--- config.mk ---
export PLATFORM = sky130hd
export DESIGN_NAME = dcc_top
export DESIGN_NICKNAME = d
export VERILOG_FILES = /design/src/dcc_pkg.sv /design/src/dcc_sync.sv /design/src/dcc_edge.sv /design/src/dcc_top.sv
export SDC_FILE = /design/constraint.sdc
export NUM_CORES = 1
export LEC_CHECK = 0
export BUFFER_PORTS_ARGS = -buffer_cell sky130_fd_sc_hd__buf_4
export CORE_MARGIN = 5
export CORE_UTILIZATION = 34
export DETAILED_ROUTE_END_ITERATION = 12
export PLACE_DENSITY_LB_ADDON = 0.15
export SETUP_SLACK_MARGIN = 0.2
export SYNTH_ARGS = -nofsm -noshare
export SYNTH_HDL_FRONTEND = slang
export SYNTH_HIERARCHICAL = 1
export SYNTH_SLANG_ARGS = --single-unit
export TNS_END_PERCENT = 5
--- constraint.sdc ---
create_clock -name SYS_CLK -period 1.8 [get_ports SYS_CLK]
set_input_delay 0.18 -clock SYS_CLK [delete_from_list [all_inputs] [get_ports SYS_CLK]]
set_output_delay 0.18 -clock SYS_CLK [all_outputs]
set_load 0.005 [all_outputs]
--- src/dcc_pkg.sv ---
package dcc_pkg;

   // ****************************************
   // register map
   // ****************************************
   localparam int NCMP = 2;
   localparam logic [NCMP-1:0][7:0] ADDR_CTL = {8'h9A, 8'h9B};
   localparam logic [NCMP-1:0][7:0] ADDR_MUX = {8'h9E, 8'h9F};
   localparam logic [NCMP-1:0][7:0] ADDR_MODE = {8'h9C, 8'h9D};
   localparam logic [7:0] ADDR_IRQ_STS = 8'hA0;
   localparam logic [7:0] ADDR_IRQ_MASK = 8'hA1;
   localparam logic [7:0] ADDR_RST_SRC = 8'hA2;

   // ****************************************
   // field positions
   // ****************************************
   localparam int BIT_EN = 7;
   localparam int BIT_OUT = 6;
   localparam int BIT_RISE = 5;
   localparam int BIT_FALL = 4;
   localparam int BIT_HYP_LO = 2;
   localparam int BIT_HYN_LO = 0;
   localparam int BIT_NEG_LO = 4;
   localparam int BIT_POS_LO = 0;
   localparam int BIT_RIE = 5;
   localparam int BIT_FIE = 4;
   localparam int BIT_MD_LO = 0;
   localparam int BIT_RST_EN = 0;
   localparam int STS_RISE = 0;
   localparam int STS_FALL = 1;

   // ****************************************
   // reset values and codes
   // ****************************************
   localparam logic [7:0] RST_CTL = 8'h00;
   localparam logic [7:0] RST_MUX = 8'h00;
   localparam logic [1:0] RST_MD = 2'h2;
   localparam logic [1:0] HYST_OFF = 2'h0;
   localparam logic [1:0] HYST_20MV = 2'h3;
   localparam logic [1:0] MD_FASTEST = 2'h0;
   localparam logic [1:0] MD_LOWEST_POWER = 2'h3;

   // ****************************************
   // types
   // ****************************************
   typedef struct packed {
      logic [7:0] addr;
      logic [7:0] wdata;
      logic wr;
      logic rd;
   } dcc_bus_s;

   typedef struct packed {
      logic en;
      logic out;
      logic rise;
      logic fall;
      logic [1:0] hyp;
      logic [1:0] hyn;
   } dcc_ctl_s;

   typedef struct packed {
      logic [2:0] neg;
      logic [2:0] pos;
   } dcc_mux_s;

   typedef struct packed {
      logic rie;
      logic fie;
      logic [1:0] md;
   } dcc_mode_s;

   typedef struct packed {
      logic en;
      logic [1:0] hyp;
      logic [1:0] hyn;
      logic [2:0] pos;
      logic [2:0] neg;
      logic [1:0] md;
   } dcc_ana_s;

   typedef struct packed {
      logic meta;
      logic sync;
   } dcc_sync_s;

   typedef struct packed {
      logic prev;
      logic prev_en;
   } dcc_edge_s;

endpackage

--- src/dcc_sync.sv ---
`timescale 1ns/1ns
`default_nettype none
module dcc_sync
   import dcc_pkg::*;
(
   input wire logic clk,
   input wire logic rst,
   input wire logic d,
   output logic q
);

   // ****************************************
   // two-flop synchroniser
   // ****************************************
   dcc_sync_s st_ff;
   dcc_sync_s nxt_st;

   always_comb begin
      nxt_st.meta = d;
      nxt_st.sync = st_ff.meta;
   end

   always_ff @(posedge clk or posedge rst) begin
      if (rst) begin
         st_ff <= '0;
      end else begin
         st_ff <= nxt_st;
      end
   end

   assign q = st_ff.sync;

endmodule
`default_nettype wire

--- src/dcc_edge.sv ---
`timescale 1ns/1ns
`default_nettype none
module dcc_edge
   import dcc_pkg::*;
(
   input wire logic clk,
   input wire logic rst,
   input wire logic sample,
   input wire logic en,
   output logic level,
   output logic rise,
   output logic fall
);

   // ****************************************
   // edges between consecutive samples
   // ****************************************
   dcc_edge_s st_ff;
   dcc_edge_s nxt_st;

   // a disabled comparator reads low; enabling or disabling is no edge
   assign level = sample & en;
   assign rise = en & st_ff.prev_en & level & ~st_ff.prev;
   assign fall = en & st_ff.prev_en & ~level & st_ff.prev;

   always_comb begin
      nxt_st.prev = level;
      nxt_st.prev_en = en;
   end

   always_ff @(posedge clk or posedge rst) begin
      if (rst) begin
         st_ff <= '0;
      end else begin
         st_ff <= nxt_st;
      end
   end

endmodule
`default_nettype wire

--- src/dcc_top.sv ---
// Notes on behaviour
// - two identical comparators; only zero resets
// - raw async output plus clocked latched output
// - disabled comparator drives its pin low
// - falling output edge sets fall flag, bit4
// - rising output edge sets rise flag, bit5
// - flags stay set until software writes zero
// - bit6 reads present comparator output
// - bit7 enables or disables comparator
// - rising and falling edges raise interrupts
// - control bits3-0 hold both hysteresis pairs
// - negative hysteresis code 11 means 20 mV
// - separate register selects positive, negative inputs
// - mode register selects response time
// - comparator zero selectable as reset source
// - mode bits1-0, mode 0 fastest, 3 lowest
// - mode bits5,4 gate rise and fall interrupts
//
// Local design decision: the strobed register port.
`timescale 1ns/1ns
`default_nettype none
module dcc_top
   import dcc_pkg::*;
(
   input wire logic SYS_CLK,
   input wire logic RST,
   input wire dcc_bus_s REG_REQ,
   output logic [7:0] RD_DATA,
   input wire logic [NCMP-1:0] CMP_RAW,
   output dcc_ana_s [NCMP-1:0] ANA_CFG,
   output logic [NCMP-1:0] RAW_OUT,
   output logic [NCMP-1:0] LATCHED_OUT,
   output logic IRQ,
   output logic CMP0_RST_REQ
);

   // ****************************************
   // state
   // ****************************************
   typedef struct packed {
      dcc_ctl_s [NCMP-1:0] ctl;
      dcc_mux_s [NCMP-1:0] mux;
      dcc_mode_s [NCMP-1:0] mode;
      logic [2*NCMP-1:0] sts;
      logic [2*NCMP-1:0] mask;
      logic rst_en;
      logic [7:0] rdata;
      logic [NCMP-1:0] latched;
      logic irq;
      logic rst_req;
   } dcc_top_s;

   dcc_top_s st_ff;
   dcc_top_s nxt_st;
   logic [NCMP-1:0] cmp_sync;
   logic [NCMP-1:0] level;
   logic [NCMP-1:0] rise_p;
   logic [NCMP-1:0] fall_p;

   // ****************************************
   // per-comparator sampling
   // ****************************************
   // both channels share one datapath; only input sets and reset use differ
   for (genvar n = 0; n < NCMP; n++) begin : g_cmp
      dcc_sync u_sync (
         .clk(SYS_CLK),
         .rst(RST),
         .d(CMP_RAW[n]),
         .q(cmp_sync[n])
      );
      dcc_edge u_edge (
         .clk(SYS_CLK),
         .rst(RST),
         .sample(cmp_sync[n]),
         .en(st_ff.ctl[n].en),
         .level(level[n]),
         .rise(rise_p[n]),
         .fall(fall_p[n])
      );
      // raw path bypasses every flop so it keeps working with no clock
      assign RAW_OUT[n] = CMP_RAW[n] & st_ff.ctl[n].en;
      assign ANA_CFG[n].en = st_ff.ctl[n].en;
      assign ANA_CFG[n].hyp = st_ff.ctl[n].hyp;
      assign ANA_CFG[n].hyn = st_ff.ctl[n].hyn;
      assign ANA_CFG[n].pos = st_ff.mux[n].pos;
      assign ANA_CFG[n].neg = st_ff.mux[n].neg;
      assign ANA_CFG[n].md = st_ff.mode[n].md;
   end

   // ****************************************
   // next state
   // ****************************************
   always_comb begin
      logic [2*NCMP-1:0] sts_set;
      logic [7:0] wd;
      logic wr;
      nxt_st = st_ff;
      sts_set = '0;
      wd = REG_REQ.wdata;
      wr = REG_REQ.wr;
      for (int n = 0; n < NCMP; n++) begin
         if (wr && REG_REQ.addr == ADDR_CTL[n]) begin
            nxt_st.ctl[n].en = wd[BIT_EN];
            nxt_st.ctl[n].rise = wd[BIT_RISE];
            nxt_st.ctl[n].fall = wd[BIT_FALL];
            nxt_st.ctl[n].hyp = wd[BIT_HYP_LO +: 2];
            nxt_st.ctl[n].hyn = wd[BIT_HYN_LO +: 2];
         end
         if (wr && REG_REQ.addr == ADDR_MUX[n]) begin
            nxt_st.mux[n].neg = wd[BIT_NEG_LO +: 3];
            nxt_st.mux[n].pos = wd[BIT_POS_LO +: 3];
         end
         if (wr && REG_REQ.addr == ADDR_MODE[n]) begin
            nxt_st.mode[n].rie = wd[BIT_RIE];
            nxt_st.mode[n].fie = wd[BIT_FIE];
            nxt_st.mode[n].md = wd[BIT_MD_LO +: 2];
         end
         // an edge in the clearing cycle wins over the write
         if (rise_p[n]) begin
            nxt_st.ctl[n].rise = 1'b1;
         end
         if (fall_p[n]) begin
            nxt_st.ctl[n].fall = 1'b1;
         end
         nxt_st.ctl[n].out = level[n];
         nxt_st.latched[n] = level[n];
         sts_set[2*n+STS_RISE] = rise_p[n] & st_ff.mode[n].rie;
         sts_set[2*n+STS_FALL] = fall_p[n] & st_ff.mode[n].fie;
      end
      if (wr && REG_REQ.addr == ADDR_IRQ_STS) begin
         nxt_st.sts = st_ff.sts & ~wd[2*NCMP-1:0];
      end
      nxt_st.sts = nxt_st.sts | sts_set;
      if (wr && REG_REQ.addr == ADDR_IRQ_MASK) begin
         nxt_st.mask = wd[2*NCMP-1:0];
      end
      if (wr && REG_REQ.addr == ADDR_RST_SRC) begin
         nxt_st.rst_en = wd[BIT_RST_EN];
      end
      nxt_st.irq = |(nxt_st.sts & nxt_st.mask);
      // output low means the negative input is above the positive one
      nxt_st.rst_req = st_ff.rst_en & st_ff.ctl[0].en & ~level[0];
      nxt_st.rdata = 8'h00;
      if (REG_REQ.rd) begin
         for (int n = 0; n < NCMP; n++) begin
            if (REG_REQ.addr == ADDR_CTL[n]) begin
               nxt_st.rdata = st_ff.ctl[n];
            end
            if (REG_REQ.addr == ADDR_MUX[n]) begin
               nxt_st.rdata = {1'b0, st_ff.mux[n].neg, 1'b0, st_ff.mux[n].pos};
            end
            if (REG_REQ.addr == ADDR_MODE[n]) begin
               nxt_st.rdata = {2'h0, st_ff.mode[n].rie, st_ff.mode[n].fie,
                               2'h0, st_ff.mode[n].md};
            end
         end
         case (REG_REQ.addr)
            ADDR_IRQ_STS: begin
               nxt_st.rdata = {4'h0, st_ff.sts};
            end
            ADDR_IRQ_MASK: begin
               nxt_st.rdata = {4'h0, st_ff.mask};
            end
            ADDR_RST_SRC: begin
               nxt_st.rdata = {7'h00, st_ff.rst_en};
            end
            default: begin
            end
         endcase
      end
   end

   // ****************************************
   // registers
   // ****************************************
   always_ff @(posedge SYS_CLK or posedge RST) begin
      if (RST) begin
         st_ff <= '0;
         st_ff.ctl <= {NCMP{RST_CTL}};
         st_ff.mux <= {NCMP{RST_MUX[5:0]}};
         st_ff.mode[0].md <= RST_MD;
         st_ff.mode[1].md <= RST_MD;
      end else begin
         st_ff <= nxt_st;
      end
   end

   assign RD_DATA = st_ff.rdata;
   assign LATCHED_OUT = st_ff.latched;
   assign IRQ = st_ff.irq;
   assign CMP0_RST_REQ = st_ff.rst_req;

   logic wr_ctl0;
   assign wr_ctl0 = REG_REQ.wr && REG_REQ.addr == ADDR_CTL[0];
endmodule
`default_nettype wire

== Word level (Yosys, flattened, before mapping) ==
Cells that the tools add are included.

* Add/sub/neg operators: 0
* $mul: 0
* Div/mod/pow operators: 0
* Order comparisons: 0
* Eq/ne operators: 9
* Shifts and indexed selects: 0
* Multiplexer cells: 16
* Bitwise operators: 28
* Reductions and logical operators: 14

{| class="wikitable"
|+ Operator list
! cell !! count
|-
| equality test 8 bit (second input constant) || 9
|-
| 2-to-1 mux 8 bit || 7
|-
| case mux 8 bit (3 select lines) || 1
|-
| AND 1 bit || 20
|-
| 2-to-1 mux 6 bit || 2
|-
| logical AND 1 bit || 9
|-
| AND 4 bit || 2
|-
| 2-to-1 mux 4 bit || 2
|-
| nonzero test 2 bit || 4
|-
| 2-to-1 mux 1 bit || 4
|-
| NOT 1 bit || 4
|-
| NOT 4 bit || 1
|-
| bitwise OR 4 bit || 1
|-
| OR reduction 4 bit || 1
|}

* Bits in registers: 63
* Latch bits: 0
* Bits in writable memories: 0
* Bits in read-only memories: 0
* Output and inout bits: 40
* Word-level logic and storage cells: 102
* Memories kept: 0

== Depth between registers and ports, before layout ==
* Depth in word-level cells: 9
* Gate-level depth with buffers: 7
* Mapped depth without buffers: 5

== By module ==
Netlist, hierarchy kept.

{| class="wikitable"
|+ Modules (own cells, without submodules)
! module !! times used !! cells an instance !! area an instance (sq um) !! sequential area each (sq um)
|-
| dcc_top || 1 || 261 || 2,834.0 || 1,378.8
|-
| dcc_edge || 2 || 6 || 81.3 || 50.0
|-
| dcc_sync || 2 || 3 || 53.8 || 50.0
|}

== Worst setup path before layout ==
OpenSTA, ideal clock, no wires.

* Path kind: input to register
* Start point: input port REG_REQ[1] (netlist bit)
* End point: register st_ff, in the netlist IRQ
* Data arrival time: 1.535 ns
* Required time: 1.674 ns
* Slack: 0.139 ns
* Stages: 6
* Cell sequence: buf_4 nor3b_2 nand4_2 mux2_1 a22o_1 a221o_1

{| class="wikitable"
|+ RTL lines
! item !! line !! text
|-
| start: declaration || dcc_top.sv:27 || <nowiki>input wire dcc_bus_s REG_REQ,</nowiki>
|-
| end signal: assignment || dcc_top.sv:184 || <nowiki>st_ff <= nxt_st;</nowiki>
|-
| end: declaration || dcc_top.sv:53 || <nowiki>dcc_top_s st_ff;</nowiki>
|}

==> metrics.yaml <==
synth:
  synth_ff_type: "dfrtp_1"
  yosys.area.top_type: "dfrtp_1"
  synthArstFlopShare: 1.000
  synth.avg_cell_area_um2: 11.13
  syn-cell-area_um2: 3104
  synth_edf_count: 0
  seq_area_frac_synth: 0.5087
  synthDistinctLibCells: 42
  synth_nets: 301
  synthDominantCellAreaShare: 0.4917
  synth_cells: 279
  ys_warn_count: 6
  ys_seq_elements: 63
  synth.most_common_cell: "dfrtp_1"
  synthTopCellsByCount: "dfrtp_1 (61), buf_4 (37), mux2_2 (36)"
  synth_top_cells_by_area: "dfrtp_1 (49%), mux2_2 (13%), buf_4 (8.9%)"
final_layout:
  design_area_um2: 3811
  final.fill_count: 850
  regArea_um2: 1579
  diodes: 0
  multiInputGateArea_um2: 1192
  drive_above_1_share: 0.4362
  area_growth_pct: 22.77
  fin_cells: 445
  nNetsFinal: 354
setup_path:
  cp-start-kind: "register"
  r2r-end: "IRQ$_DFF_PP0_"
  endpoint_kind: "register"
  crit_fanout: 3
  crit_arrival_ns: 1.73
  crit_path_start: "ANA_CFG[12]$_DFFE_PP0P_"
  worstPathRequired_ns: 2.02
  worstSetupPathType: "reg2reg"
  reg2reg_from: "ANA_CFG[12]$_DFFE_PP0P_"
  r2r_setup_slack_ns: 0.30
  r2r_cells: 4
timing:
  max_freq_mhz: 665.8
  setup_ws_ns: 0.2981
  setup_violations: 0
  relSlewSlack: 0.6845
  finalCriticalPeriod_ns: 1.502
  final_max_slew_viol_count: 0
  max_slew.worst_pin.slew_ns: 0.4725
  clock_skew_ns: 0.01258
  hold_viol: 0
  finalCritPeriodShare: 0.8344
  rsz0062_at_grt: "no"
drt:
  first_iter_violations: 76
  drc: 0
  drt_pre_antenna_iters: 4
  vias_per_cell: 5.191
  vias: 2310
  routed_wl_mm: 8.276
  ant_nets: 0
  post_drt_wl_per_cell_um: 18.60
power:
  cellLeakagePower_uw: 0.001899
  power.total_uw: 3016
  ir_worst_vdd_mv: 0.4021
  power_density_nw_per_um2: 791.4
clock_network:
  cts_sinks: 63
  insertion_delay_ns: 0.35
  cts_tree: "done"
  clkTransAtPathRegs_ns: 0.08
  htree_num_levels: 3
  numCtsBuffers: 9
  clock_path_buffers: 2
  cts_root_buffer: "clkbuf_8"
flow_run:
  cap_viol_max_count: 0
die:
  core-area_um2: 8806
  die_w_um: 105.6
  dieArea_um2: 11140
  ios: 62
  rows: 34
  initial_core_util: 0.3525
  die_height_um: 105.6
place:
  dpl_worst_slack_ns: -0.02825
  port-buffer-count: 61
  placed_cell_area_um2: 3591
  gp_congestion: 0.8727
  dpl.cell_count: 426
  place_hpwl_mm: 6.363
grt:
  grt_usage: 0.1587
  grt_pass1_wl_mm: 13.75
  grt_max_degree: 24
  grt_overflow_total: 0
  antenna_found_initial: 0
  grt_pass1_vias: 2465
worst_hold_path:
  hold_class: "in2reg"
  worstHoldStart: "REG_REQ[9]"
  whs_endpoint: "ANA_CFG[25]$_DFFE_PP0P_"
  hold_depth: 2
status:
  status: "completed"
critical path, stage by stage, from the launching register on:
cell,delay (ns)
dfrtp_1,0.39
and4b_1,0.25
a22o_1,0.25
a22o_1,0.23
a221o_1,0.27
state kept, by name (all words and copies together), names as in the netlist:
register / count
ANA_CFG: 26
CMP0_RST_REQ: 1
IRQ: 1
LATCHED_OUT: 1
RD_DATA: 8
g_cmp.u_edge/st_ff: 4
g_cmp.u_sync/nxt_st: 2
g_cmp.u_sync/q: 2
st_ff: 18
power by group:
part	total, µW	internal [µW]	leakage [µW]	switching [µW]
sequential	1510	1470	0.000856	41.0
combinational	298	147	0.000955	151
clock	1210	634	0.0000883	573
logic make-up (layout without fill, tap and decap cells):
| group | count (synthesis) | after routing | share of synthesized area |
|---|---|---|---|
| mux | 40 | 40 | 0.1439 |
| compound gates | 43 | 43 | 0.09190 |
| simple gates | 77 | 77 | 0.1423 |
| flops | 63 | 63 | 0.5087 |
| buf+inv | 56 | 114 | 0.1133 |
timing repair:
action | 4_1_cts | 5_1_grt
hold buffers | 3 | 0
hold endpoints to repair | 28 | 0
resized for setup | 0 | 0
buffers inserted | 0 | 0
endpoints found under the setup margin | 0 | 0
worst max-delay path by stage:
| stage | cells past startpoint | to | slack [ns] |
|---|---|---|---|
| after detailed placement | 6 | IRQ$_DFF_PP0_ | -0.03 |
| after global placement | 6 | IRQ$_DFF_PP0_ | -0.005 |
| final | 4 | IRQ$_DFF_PP0_ | 0.30 |
| after global routing | 4 | IRQ$_DFF_PP0_ | 0.25 |
| after CTS | 4 | IRQ$_DFF_PP0_ | 0.31 |
| after floorplan | 6 | IRQ$_DFF_PP0_ | 0.22 |
metrics by stage:
stage | TNS (ns) | util | hold slack (ns)
2_1_floorplan | 0 | - | -0.07882
3_3_place_gp | -0.005461 | 0.4078 | 0.07363
3_5_place_dp | -0.02825 | 0.4078 | 0.07605
4_1_cts | 0 | 0.4328 | 0.06334
5_1_grt | 0 | 0.4328 | 0.06576
6_report | 0 | 0.4328 | 0.07356
layout by cell type, fill, tap and decap left out, drive strengths merged, types with 2 or more instances in the layout:
cell	instances
buf	84
dfrtp	61
mux2	37
nor2	17
nand2	17
inv	11
nand3	10
o21ai	10
clkbuf	10
a21oi	8
a22o	5
and2	5
nand3b	4
a31oi	4
and4b	4
nand4	4
nand2b	3
mux2i	3
and3	3
a211oi	3
clkinvlp	3
dlygate4sd3	3
nor4	3
dfstp	2
a32oi	2
o22ai	2
nor2b	2
a31o	2
a22oi	2
o211ai	2
clkinv	2
layout make-up:
| cell class | instances | share of cell area |
|---|---|---|
| multi-input combinational | 160 | 0.3129 |
| clock inverter | 6 | 0.01641 |
| sequential | 63 | 0.4143 |
| timing repair buffer | 87 | 0.1766 |
| tap | 108 | 0.03546 |
| inverter | 11 | 0.01083 |
| clock buffer | 10 | 0.03349 |
layer usage:
layer	wire [µm]	part of all wire	vias up	GRT usage
li1	-	-	1062	-
met1	3965	0.48	1169	0.2202
met2	3723	0.45	70	0.2404
met3	463	0.056	9	0.04218
met4	124	0.015	0	0.05458
met5	0	0	-	0
No activity file was read; power rests on OpenSTA's default activity.
